[src/inc/srv_cmd_map.svh]
`ifndef SRV_CMD_MAP_SVH
`define SRV_CMD_MAP_SVH

// Command codes and data numbers
`define SRV_CMD_READ_MODE   8'h00
`define SRV_CMD_READ_ALARM  8'h02
`define SRV_CMD_HISTORY     8'h33
`define SRV_CMD_CLEAR       8'h82
`define SRV_CMD_MODE        8'h8b
`define SRV_CMD_IO_DISABLE  8'h90
`define SRV_CMD_FORCE       8'h92
`define SRV_CMD_POS         8'ha0
`define SRV_DNO_00          8'h00
`define SRV_DNO_03          8'h03
`define SRV_DNO_10          8'h10
`define SRV_DNO_12          8'h12
`define SRV_DNO_13          8'h13
`define SRV_DNO_20          8'h20
`define SRV_DNO_41          8'h41
`define SRV_DNO_A0          8'ha0
// Key and text data
`define SRV_KEY             32'h00001ea5
`define SRV_TXT_STOP        32'h53544f50
`define SRV_TXT_GO          32'h474f2020
`define SRV_TXT_CLR         32'h434c5220
// Values and layouts
`define SRV_NO_ALARM        16'h00ff
`define SRV_HIST_DEPTH      6
`define SRV_DI_USED         32'h0810ffff
`define SRV_STROKE_BITS     32'h00000006
`define SRV_DO_PINS         7
// Silence limit
`define SRV_SILENCE_MS      500
`define SRV_CLK_MHZ         100
`define SRV_SILENCE_CYC     (`SRV_SILENCE_MS * 1000 * `SRV_CLK_MHZ)
`endif

[src/inc/srv_pkg.sv]
package srv_pkg;
  // Test operation mode, code is the read-back value
  typedef enum logic [2:0] {
    SRV_MODE_NORMAL = 3'h0,
    SRV_MODE_JOG    = 3'h1,
    SRV_MODE_POS    = 3'h2,
    SRV_MODE_NOMTR  = 3'h3,
    SRV_MODE_FORCE  = 3'h4
  } srv_mode_t;
  // Positioning sequence
  typedef enum logic [2:0] {
    SRV_POS_IDLE  = 3'b001,
    SRV_POS_RUN   = 3'b010,
    SRV_POS_PAUSE = 3'b100
  } srv_pos_t;
  // Master request sequence
  typedef enum logic [1:0] {
    SRV_MST_IDLE = 2'b01,
    SRV_MST_WAIT = 2'b10
  } srv_mst_t;
endpackage

[src/inc/srv_link_if.sv]
`timescale 1ns/10ps
interface srv_link_if;
  logic        req_valid;
  logic [7:0]  req_cmd;
  logic [7:0]  req_dno;
  logic [31:0] req_data;
  logic        rsp_valid;
  logic [31:0] rsp_data;
  modport dev (input req_valid, req_cmd, req_dno, req_data, output rsp_valid, rsp_data);
  modport mst (output req_valid, req_cmd, req_dno, req_data, input rsp_valid, rsp_data);
endinterface

[src/hdl/srv_dev.sv]
`timescale 1ns/10ps
`include "srv_cmd_map.svh"
module srv_dev #(
  parameter int unsigned SILENCE_CYC = `SRV_SILENCE_CYC
) (
  // Clock and reset
  input  wire logic        mclk_in,
  input  wire logic        rst_in,
  // Command link
  srv_link_if.dev          link,
  // Real input sources
  input  wire logic        emergency_stop_in,
  input  wire logic [31:0] ext_di_in,
  input  wire logic [15:0] analog_in,
  input  wire logic        pulse_in,
  // Servo state
  input  wire logic        running_in,
  input  wire logic        pos_start_in,
  input  wire logic        pos_done_in,
  input  wire logic [6:0]  servo_do_in,
  // Alarm sources
  input  wire logic        alarm_event_in,
  input  wire logic [15:0] alarm_code_in,
  input  wire logic [15:0] alarm_hours_in,
  input  wire logic [15:0] alarm_now_in,
  // Recognised inputs
  output logic             emg_out,
  output logic [31:0]      discrete_inputs_out,
  output logic [15:0]      analog_out,
  output logic             pulse_out,
  // Motion control
  output logic             base_off_out,
  output logic             decel_stop_out,
  output logic             pos_pause_out,
  output logic             pos_clear_out,
  output srv_pkg::srv_mode_t mode_out,
  // Output pins
  output logic [6:0]       out_pins_out
);
  import srv_pkg::*;

  logic            in_dis_r;
  logic            out_dis_r;
  srv_mode_t       mode_r;
  srv_pos_t        pos_r;
  logic [31:0]     test_di_r;
  logic [6:0]      force_do_r;
  logic [31:0]     silence_r;
  logic [15:0]     hist_code_r [`SRV_HIST_DEPTH];
  logic [15:0]     hist_hours_r [`SRV_HIST_DEPTH];
  logic            rsp_valid_r;
  logic [31:0]     rsp_data_r;
  logic            key_ok;
  logic            hist_clr;
  logic            mode_wr;
  logic            req;

  assign req      = link.req_valid;
  assign key_ok   = (link.req_data == `SRV_KEY);
  assign mode_wr  = req && link.req_cmd == `SRV_CMD_MODE && link.req_dno == `SRV_DNO_00
                    && link.req_data <= 32'h00000004;
  assign hist_clr = req && link.req_cmd == `SRV_CMD_CLEAR && link.req_dno == `SRV_DNO_20
                    && key_ok;

  // Input and output group disable, key checked
  always_ff @(posedge mclk_in) begin
    if (rst_in) begin
      in_dis_r  <= 1'b0;
      out_dis_r <= 1'b0;
    end else if (req && link.req_cmd == `SRV_CMD_IO_DISABLE && key_ok) begin
      if (link.req_dno == `SRV_DNO_00) begin
        in_dis_r <= 1'b1;
      end else if (link.req_dno == `SRV_DNO_10) begin
        in_dis_r <= 1'b0;
      end else if (link.req_dno == `SRV_DNO_03) begin
        out_dis_r <= 1'b1;
      end else if (link.req_dno == `SRV_DNO_13) begin
        out_dis_r <= 1'b0;
      end
    end
  end

  // Last written masks stand until the next write
  always_ff @(posedge mclk_in) begin
    if (rst_in) begin
      test_di_r  <= 32'h0;
      force_do_r <= 7'h0;
    end else if (req && link.req_cmd == `SRV_CMD_FORCE) begin
      if (link.req_dno == `SRV_DNO_00) begin
        test_di_r <= link.req_data & `SRV_DI_USED;
      end else if (link.req_dno == `SRV_DNO_A0) begin
        force_do_r <= link.req_data[`SRV_DO_PINS-1:0];
      end
    end
  end

  // Mode select; out-of-range values are dropped
  always_ff @(posedge mclk_in) begin
    if (rst_in) begin
      mode_r <= SRV_MODE_NORMAL;
    end else if (mode_wr) begin
      mode_r <= srv_mode_t'(link.req_data[2:0]);
    end
  end

  // Base circuit cut on entry while running, held until normal mode
  always_ff @(posedge mclk_in) begin
    if (rst_in) begin
      base_off_out <= 1'b0;
    end else if (mode_wr && link.req_data != 32'h0 && mode_r == SRV_MODE_NORMAL
                 && running_in) begin
      base_off_out <= 1'b1;
    end else if (mode_wr && link.req_data == 32'h0) begin
      base_off_out <= 1'b0;
    end
  end

  // Silence watchdog; counter saturates so it never wraps back
  always_ff @(posedge mclk_in) begin
    if (rst_in || req || mode_r == SRV_MODE_NORMAL) begin
      silence_r <= 32'h0;
    end else if (silence_r <= SILENCE_CYC) begin
      silence_r <= silence_r + 32'h1;
    end
  end

  // Stop and servo lock after silence, released on leaving test
  always_ff @(posedge mclk_in) begin
    if (rst_in || mode_r == SRV_MODE_NORMAL) begin
      decel_stop_out <= 1'b0;
    end else if (silence_r > SILENCE_CYC) begin
      decel_stop_out <= 1'b1;
    end
  end

  // Positioning sequence with stop, restart and clear
  always_ff @(posedge mclk_in) begin
    if (rst_in || mode_r != SRV_MODE_POS) begin
      pos_r         <= SRV_POS_IDLE;
      pos_clear_out <= 1'b0;
    end else begin
      pos_clear_out <= 1'b0;
      case (pos_r)
        SRV_POS_IDLE: begin
          if (pos_start_in) begin
            pos_r <= SRV_POS_RUN;
          end
        end
        SRV_POS_RUN: begin
          if (req && link.req_cmd == `SRV_CMD_POS && link.req_dno == `SRV_DNO_41
              && link.req_data == `SRV_TXT_STOP) begin
            pos_r <= SRV_POS_PAUSE;
          end else if (pos_done_in) begin
            pos_r <= SRV_POS_IDLE;
          end
        end
        SRV_POS_PAUSE: begin
          if (req && link.req_cmd == `SRV_CMD_POS && link.req_dno == `SRV_DNO_41) begin
            if (link.req_data == `SRV_TXT_GO) begin
              pos_r <= SRV_POS_RUN;
            end else if (link.req_data == `SRV_TXT_CLR) begin
              pos_r         <= SRV_POS_IDLE;
              pos_clear_out <= 1'b1;
            end
          end
        end
        default: begin
          pos_r <= SRV_POS_IDLE;
        end
      endcase
    end
  end

  // History shift; a clear in the same cycle as a new alarm keeps the alarm
  generate
    for (genvar i = 0; i < `SRV_HIST_DEPTH; i++) begin : g_hist
      always_ff @(posedge mclk_in) begin
        if (rst_in) begin
          hist_code_r[i]  <= `SRV_NO_ALARM;
          hist_hours_r[i] <= 16'h0;
        end else if (alarm_event_in) begin
          hist_code_r[i]  <= (i == 0) ? alarm_code_in : hist_code_r[i == 0 ? 0 : i-1];
          hist_hours_r[i] <= (i == 0) ? alarm_hours_in : hist_hours_r[i == 0 ? 0 : i-1];
          if (hist_clr && i != 0) begin
            hist_code_r[i]  <= `SRV_NO_ALARM;
            hist_hours_r[i] <= 16'h0;
          end
        end else if (hist_clr) begin
          hist_code_r[i]  <= `SRV_NO_ALARM;
          hist_hours_r[i] <= 16'h0;
        end
      end
    end
  endgenerate

  // One answer per request, next cycle; unknown reads answer zero
  always_ff @(posedge mclk_in) begin
    if (rst_in) begin
      rsp_valid_r <= 1'b0;
      rsp_data_r  <= 32'h0;
    end else begin
      rsp_valid_r <= req;
      rsp_data_r  <= 32'h0;
      if (req) begin
        if (link.req_cmd == `SRV_CMD_READ_MODE && link.req_dno == `SRV_DNO_12) begin
          rsp_data_r <= {29'h0, mode_r};
        end else if (link.req_cmd == `SRV_CMD_READ_ALARM && link.req_dno == `SRV_DNO_00) begin
          rsp_data_r <= {16'h0, alarm_now_in};
        end else if (link.req_cmd == `SRV_CMD_HISTORY && link.req_dno[7:4] == 4'h1
                     && link.req_dno[3:0] < 4'h6) begin
          rsp_data_r <= {16'h0, hist_code_r[link.req_dno[2:0]]};
        end else if (link.req_cmd == `SRV_CMD_HISTORY && link.req_dno[7:4] == 4'h2
                     && link.req_dno[3:0] < 4'h6) begin
          rsp_data_r <= {16'h0, hist_hours_r[link.req_dno[2:0]]};
        end
      end
    end
  end
  assign link.rsp_valid = rsp_valid_r;
  assign link.rsp_data  = rsp_data_r;

  // Recognised inputs; test mask replaces the pins except the stroke bits during test operation
  always_ff @(posedge mclk_in) begin
    if (rst_in) begin
      emg_out             <= 1'b0;
      discrete_inputs_out <= 32'h0;
      analog_out          <= 16'h0;
      pulse_out           <= 1'b0;
    end else begin
      emg_out <= emergency_stop_in;
      discrete_inputs_out <= ((in_dis_r ? 32'h0 :
                              (mode_r != SRV_MODE_NORMAL ? test_di_r : ext_di_in))
                              & ~`SRV_STROKE_BITS)
                             | (ext_di_in & `SRV_STROKE_BITS);
      analog_out <= in_dis_r ? 16'h0 : analog_in;
      pulse_out  <= in_dis_r ? 1'b0 : pulse_in;
    end
  end

  // Pins from commanded bits in forced mode, else servo state unless disabled
  always_ff @(posedge mclk_in) begin
    if (rst_in) begin
      out_pins_out <= 7'h0;
    end else if (mode_r == SRV_MODE_FORCE) begin
      out_pins_out <= force_do_r;
    end else begin
      out_pins_out <= out_dis_r ? 7'h0 : servo_do_in;
    end
  end

  // Status mirrors
  always_ff @(posedge mclk_in) begin
    if (rst_in) begin
      pos_pause_out <= 1'b0;
      mode_out      <= SRV_MODE_NORMAL;
    end else begin
      pos_pause_out <= (pos_r == SRV_POS_PAUSE);
      mode_out      <= mode_r;
    end
  end
endmodule

[src/flat_wrapper.sv]
// flat-port wrapper written by rule: the top's interface ports become plain ports
module srv_dev_flat import srv_pkg::*;
#(
  parameter int unsigned SILENCE_CYC = `SRV_SILENCE_CYC
)
  (mclk_in, rst_in, emergency_stop_in, ext_di_in, analog_in, pulse_in, running_in, pos_start_in, pos_done_in, servo_do_in, alarm_event_in, alarm_code_in, alarm_hours_in, alarm_now_in, emg_out, discrete_inputs_out, analog_out, pulse_out, base_off_out, decel_stop_out, pos_pause_out, pos_clear_out, mode_out, out_pins_out, link_req_valid, link_req_cmd, link_req_dno, link_req_data, link_rsp_valid, link_rsp_data);
  srv_link_if link_i ();
  input  wire logic mclk_in;
  input  wire logic rst_in;
  input  wire logic emergency_stop_in;
  input  wire logic [31:0] ext_di_in;
  input  wire logic [15:0] analog_in;
  input  wire logic pulse_in;
  input  wire logic running_in;
  input  wire logic pos_start_in;
  input  wire logic pos_done_in;
  input  wire logic [6:0] servo_do_in;
  input  wire logic alarm_event_in;
  input  wire logic [15:0] alarm_code_in;
  input  wire logic [15:0] alarm_hours_in;
  input  wire logic [15:0] alarm_now_in;
  output logic emg_out;
  output logic [31:0] discrete_inputs_out;
  output logic [15:0] analog_out;
  output logic pulse_out;
  output logic base_off_out;
  output logic decel_stop_out;
  output logic pos_pause_out;
  output logic pos_clear_out;
  output srv_pkg::srv_mode_t mode_out;
  output logic [6:0] out_pins_out;
  input wire logic [$bits(link_i.req_valid)-1:0] link_req_valid;
  input wire logic [$bits(link_i.req_cmd)-1:0] link_req_cmd;
  input wire logic [$bits(link_i.req_dno)-1:0] link_req_dno;
  input wire logic [$bits(link_i.req_data)-1:0] link_req_data;
  output wire logic [$bits(link_i.rsp_valid)-1:0] link_rsp_valid;
  output wire logic [$bits(link_i.rsp_data)-1:0] link_rsp_data;
  assign link_i.req_valid = link_req_valid;
  assign link_i.req_cmd = link_req_cmd;
  assign link_i.req_dno = link_req_dno;
  assign link_i.req_data = link_req_data;
  assign link_rsp_valid = link_i.rsp_valid;
  assign link_rsp_data = link_i.rsp_data;
  srv_dev #(.SILENCE_CYC(SILENCE_CYC)) u_core (.mclk_in(mclk_in), .rst_in(rst_in), .link(link_i), .emergency_stop_in(emergency_stop_in), .ext_di_in(ext_di_in), .analog_in(analog_in), .pulse_in(pulse_in), .running_in(running_in), .pos_start_in(pos_start_in), .pos_done_in(pos_done_in), .servo_do_in(servo_do_in), .alarm_event_in(alarm_event_in), .alarm_code_in(alarm_code_in), .alarm_hours_in(alarm_hours_in), .alarm_now_in(alarm_now_in), .emg_out(emg_out), .discrete_inputs_out(discrete_inputs_out), .analog_out(analog_out), .pulse_out(pulse_out), .base_off_out(base_off_out), .decel_stop_out(decel_stop_out), .pos_pause_out(pos_pause_out), .pos_clear_out(pos_clear_out), .mode_out(mode_out), .out_pins_out(out_pins_out));
endmodule
[config.mk]
export PLATFORM = sky130hd
export DESIGN_NAME = srv_dev_flat
export DESIGN_NICKNAME = d
export VERILOG_FILES = /design/src/inc/srv_pkg.sv /design/src/inc/srv_link_if.sv /design/src/hdl/srv_dev.sv /design/src/flat_wrapper.sv
export VERILOG_INCLUDE_DIRS = /design/src /design/src/inc
export SDC_FILE = /design/constraint.sdc
export NUM_CORES = 1
export LEC_CHECK = 0
export ABC_CLOCK_PERIOD_IN_PS = 9000
export BUFFER_PORTS_ARGS = -buffer_cell sky130_fd_sc_hd__buf_2
export CORE_MARGIN = 1
export CORE_UTILIZATION = 60
export DETAILED_ROUTE_END_ITERATION = 8
export GPL_TIMING_DRIVEN = 0
export PLACE_DENSITY = 0.85
export SYNTH_ARGS = -nofsm -noshare
export SYNTH_HDL_FRONTEND = slang
export SYNTH_SLANG_ARGS = --single-unit
[constraint.sdc]
create_clock -name mclk_in -period 9 [get_ports mclk_in]
set_input_delay 0.9 -clock mclk_in [delete_from_list [all_inputs] [get_ports mclk_in]]
set_output_delay 0.9 -clock mclk_in [all_outputs]
set_load 0.02 [all_outputs]
* After elaboration in Yosys (flattened, before gate mapping)
Memories as Yosys holds them, arrays and structs flattened.
Cells that the tools add are included.
Widths: inputs -> output; s select.
** Storage, ports and cells
- RAM bits :: 192
- Output and inout port bits :: 97
- Input port bits :: 160
- Register bits :: 162
- Memories kept :: 2
- Logic and storage cells :: 210
** Operators by class
- Add/sub/neg operators :: 1
- Eq/ne operators :: 29
- Multiplexer cells :: 68
- Reduce and logical (&&, ||, !) cells :: 45
- Bitwise operators :: 40
- Order comparisons :: 4
** Memories
- u_core.hist_code_r :: depth 6, bits a word 16, rd ports 6, clocked after Yosys merged registers in 0, write ports 6, line srv_dev.sv:49 : logic [15:0] hist_code_r [`SRV_HIST_DEPTH];
- u_core.hist_hours_r :: depth 6, bits a word 16, rd ports 6, clocked after Yosys merged registers in 0, write ports 6, line srv_dev.sv:50 : logic [15:0] hist_hours_r [`SRV_HIST_DEPTH];
** Operators with widths (number)
- $mux 16 :: 37
- $eq 32x31->1 const B :: 3
- $mux 32 :: 2
- $eq 8x8->1 const B :: 6
- $or 1x1->1 :: 34
- $add 32x1->32 const B :: 1
- $eq 32x13->1 const B :: 1
- $gt 32x26->1 const B :: 1
- $le 32x26->1 const B :: 1
- $le 32x3->1 const B :: 1
- $logic_not 32->1 :: 1
- $or 32x3->32 :: 1
- $reduce_bool 32->1 :: 1
- $eq 8x5->1 const B :: 3
- $logic_and 1x1->1 :: 22
- $mux 3 :: 7
- $mux 1 :: 19
- $eq 8x2->1 const B :: 2
- $eq 8x6->1 const B :: 2
- $logic_not 8->1 :: 2
- $mux 7 :: 2
- $pmux 3 s3 :: 1
- $eq 8x7->1 const B :: 1
- $reduce_and 4->1 :: 2
- 21 further kinds :: 34

* Depth between registers and ports, before layout
- Word-level depth :: 10
- Depth in mapped cells :: 10
- Mapped depth without buffers :: 8

* Worst setup path before layout
OpenSTA, ideal clock, no wires.
- Path type :: input to register
- Start :: input link_req_data[13]
- End :: memory u_core.hist_code_r[0][0], enable pin
- Arrival time :: 5.639 ns
- Required time :: 8.474 ns
- Library setup time :: 0.526 ns
- Path slack :: 2.835 ns
- Stages :: 6
- Buffers on the path :: 1
- Cell sequence :: nand2b_1 -> or4_1 -> nor4_1 -> nand4_1 -> clkbuf_1 -> nand2_1
** RTL lines
- start: declaration :: line flat_wrapper.sv:35 : input wire logic [$bits(link_i.req_data)-1:0] link_req_data;
- end: declaration :: line srv_dev.sv:49

==> results list <==
- Number of instances in the synthesized netlist: 1239
* Type of element capturing the critical path: register
- After Yosys synthesis, and, or, nand and nor cells account for 21.5% of the synthesized area.
* Tot GR Track Use: 30.5%
- STA classifies the critical path startpoint as an input port.
* Data required time of the critical path: 9.20 ns
* Wire length on met2: 18900 um
- The longest clock path from root to sink contains 3 buffers.
- WL met3: 3450 um
- Clock skew on the completed layout was measured at 0.0105 ns.
* Layout overhead on the synthesized area: 19.0%
- VDD sags by at most 0.165 mV.
- Number of buffer cells added on primary ports: 238
- The commonest cells after synthesis are sky130_fd_sc_hd__edfxtp_1 (192), sky130_fd_sc_hd__and3_1 (145), sky130_fd_sc_hd__dfxtp_1 (144).
* Hold Fails Final Rpt: 0
- Placement Setup Slack: 4.08 ns
- Using the TritonRoute via totals, the vias-per-cell ratio works out to 6.00.
* Slew at the pin closest to its max-slew limit: 1.32 ns
- Clock Pin Slew Worst Setup and Hold Paths: 0.06 ns
- I/O pin total: 257
- The clock net in this run drives a total of 336 sinks.
- The synthesized netlist occupies a cell area of 14500 um^2.
- Fin. max-slew vios: 0
- Final-report setup violation count: 0
- Worst Slack Setup Final: 4.56 ns
- Number of global-route vias before repair: 10700
* Non-Filler Cell Area, Final: 17200 um^2
- The floorplan step set the die width to 157 um.
- Routed WL per cell: 20.1 um
- Clock tree from TritonCTS: yes
- The die covers 24800 um^2.
* Count of flip-flops with a built-in enable after synthesis: 192
- Of the cells placed in the final design, the portion with a size suffix greater than 1 is 23.1%.
* Residual overflow from global routing: 0
- Library cell occupying the most area in the post-synthesis netlist: sky130_fd_sc_hd__edfxtp_1
- Across all register-to-register paths, the minimum setup slack is 6.43 ns.
- A synthesized cell averages 11.7 um^2.
* Worst Path Class, Setup: in2reg
- Of all flip-flops after synthesis, the portion carrying an async set or reset was 0%.
- Routed WL: 37600 um
- The congestion estimate from routability-driven global placement came to 0.911.
- Top post-synthesis cells by area: sky130_fd_sc_hd__edfxtp_1 (40%), sky130_fd_sc_hd__dfxtp_1 (20%), sky130_fd_sc_hd__and3_1 (6.3%)
- Fill cells in the final layout number 1578.
* Library cell used as clock root buffer: sky130_fd_sc_hd__clkbuf_16
- Number of CTS-inserted buffers: 34
- After clock tree synthesis, the repair step resized 0 gates.
- The smallest clock period supported by the final layout is computed as 4.44 ns.
- Final-stage net count: 1692
- The run finished with clean final reports.
* Reported max-cap violation count: 0
* Library cells used by synthesis: 59
* Worst setup path start: link_req_data[13]
* Dominant combinational cell family by area after synthesis: simple AND/OR/NAND/NOR gates
- Initial cell density of the core: 61.5%
* Adder and majority gate portion of the synthesized area: 0.173%
* Total Negative Setup Slacks: 0 ns
- After detailed routing, the number of remaining DRC violations is 0.
- Area of the core: 23500 um^2
- Of all nets on the critical path, the largest fanout is 73.
* Largest net degree at the start of global routing: 74
- Power Dens Cells: 192 nW/um^2
- TritonRoute pass-1 iters: 6
- Uppermost signal routing layer after detailed routing: met5
- HPWL after DPL: 27000 um
- Xor and xnor area share after synthesis: 0.725%
- Post-CTS timing repair inserted 0 buffers for setup.
* Total power of the final layout: 3310 uW
- Proportion of netlist area held by the largest area contributor: 39.8%
* Number of nets with antenna violations after routing: 0
- The synthesized netlist devotes 5.28% of its cell area to compound gates.
* Part of the Yosys area used for sequential elements: 59.7%
- Chip Height: 157 um
- Setup repair after global routing left no endpoint under its margin.
- Primary flip-flop cell chosen by synthesis mapping: sky130_fd_sc_hd__edfxtp_1
- After synthesis the netlist holds a flip-flop and latch count of 336.
* Startpoint of the lowest-slack hold path: u_core.silence_r[28]$_SDFFE_PP0P_
* Warnings from Yosys: 0
- Headroom to the max-slew limit: 11.6%
- CTS hold repair buffers: 0
- Row generation in the floorplan step produced 56 rows.
- Clock latency of the later-clocked register in the worst-skew pair: 0.51 ns
* Hold Crit Class: reg2reg
* First-pass GRT wire length: 57200 um
- Worst Path Arrival: 4.64 ns
- In the final routing, the length of wire on met1 measures 13600 um.
- Proportion of synthesized area in mux cells: 9.19%
* Via count of the routed design: 11200
- After detailed placement, the total cell area comes to 16200 um^2.
- The number of antenna violations at the first check in global routing was 3.
* H-Tree Level Count: 2
* Startpoint of the worst-slack reg-to-reg timing path: u_core.silence_r[16]$_SDFFE_PP0P_
* Utilization after layout: 73.2%
- Among all cell types in the netlist, the one instantiated most often is sky130_fd_sc_hd__edfxtp_1.
* Leakage: 0.00738 uW
- For this block, the initial DRC count from the detailed router was 1081.
- Peak Freq: 225 MHz
* Share of the clock period used by the worst path after layout: 49.3%
## registers in the layout (all words and copies together) (netlist names)
register,cells
u_core.hist_hours_r,96
u_core.analog_out,16
u_core.test_di_r,16
u_core.link.rsp_valid,1
u_core.pos_r,3
u_core.pos_pause_out,1
u_core.mode_out,3
u_core.out_pins_out,7
u_core.force_do_r,7
u_core.emg_out,1
u_core.pulse_out,1
u_core.pos_clear_out,1
u_core.base_off_out,1
u_core.silence_r,32
u_core.discrete_inputs_out,32
u_core.hist_code_r,96
u_core.in_dis_r,1
u_core.link.rsp_data,16
u_core.decel_stop_out,1
u_core.mode_r,3
u_core.out_dis_r,1
## path summary, 6_finish.rpt
kind | endpoint | cells past startpoint
setup / recovery | u_core.hist_hours_r[1][11]$_SDFFCE_PP0P_ | 9
hold / removal | u_core.silence_r[28]$_SDFFE_PP0P_ | 1
hold reg to reg | u_core.silence_r[28]$_SDFFE_PP0P_ | 1
setup reg to reg | u_core.silence_r[1]$_SDFFE_PP0P_ | 8
## worst max-delay path, cell delays in order
cell	delay, ns
sky130_fd_sc_hd__buf_2	0.14
sky130_fd_sc_hd__nand2b_1	0.18
sky130_fd_sc_hd__or4_1	0.53
sky130_fd_sc_hd__nor4_1	0.52
sky130_fd_sc_hd__nand4_1	0.50
sky130_fd_sc_hd__clkbuf_1	0.40
sky130_fd_sc_hd__nand2_4	0.80
sky130_fd_sc_hd__buf_12	0.34
sky130_fd_sc_hd__buf_12	0.28
## where the power goes
| part | switching (uW) | internal [uW] | total [uW] |
|---|---|---|---|
| clock network | 566 | 769 | 1340 |
| logic | 146 | 102 | 248 |
| registers | 32.2 | 1690 | 1720 |
## metrics by stage
stage,std cells,hold slack [ns]
final,1873,0.461
after global placement,1811,0.434
after floorplan,1254,0.420
after CTS,1870,0.460
after global routing,1872,0.479
after detailed placement,1813,0.441
## kinds of logic (layout without fill, tap and decap cells)
kind of cell,Yosys count,count (layout)
buffers and inverters,109,406
adders and majority gates,2,2
AOI/OAI and AO/OA,130,130
other,1,19
and+or+nand+nor,556,556
xor gates and xnor gates,12,12
DFF,336,336
muxes,93,93
## layout by cell type (no fill, tap or decap), drive strengths merged, types with 12 or more instances in the layout
master | Yosys | routed
edfxtp | 192 | 192
nand3 | 16 | 16
mux2i | 61 | 61
nor4 | 16 | 16
conb | 1 | 16
o22ai | 14 | 14
clkbuf | 68 | 114
nor3 | 14 | 14
nand4 | 18 | 18
nand2b | 54 | 54
nor2 | 87 | 87
or3 | 14 | 14
buf | 31 | 271
and2 | 52 | 52
and3 | 145 | 145
o21ai | 36 | 36
mux4 | 32 | 32
xnor2 | 12 | 12
a21oi | 53 | 53
dfxtp | 144 | 144
nand2 | 90 | 90
## layer usage
metal  GRT usage [%]  vias up
met2            53.7      672
met3            5.34      111
met4            14.4        2
met5               0        -
met1            36.1     5347
li1                -     5098
## area by class of cell
cell class	count	area (um^2)	share of cell area (%)
repair buffers	240	1230	7.14
well taps	319	399	2.32
clock inverters	11	55.1	0.319
flip-flops and latches	336	8650	50.2
clock buffers	46	990	5.74
multi-input cells	809	5410	31.4
plain buffers	99	457	2.65
diodes	3	7.51	0.0436
inverters	10	37.5	0.218
No activity file was read; power rests on OpenSTA's default activity.
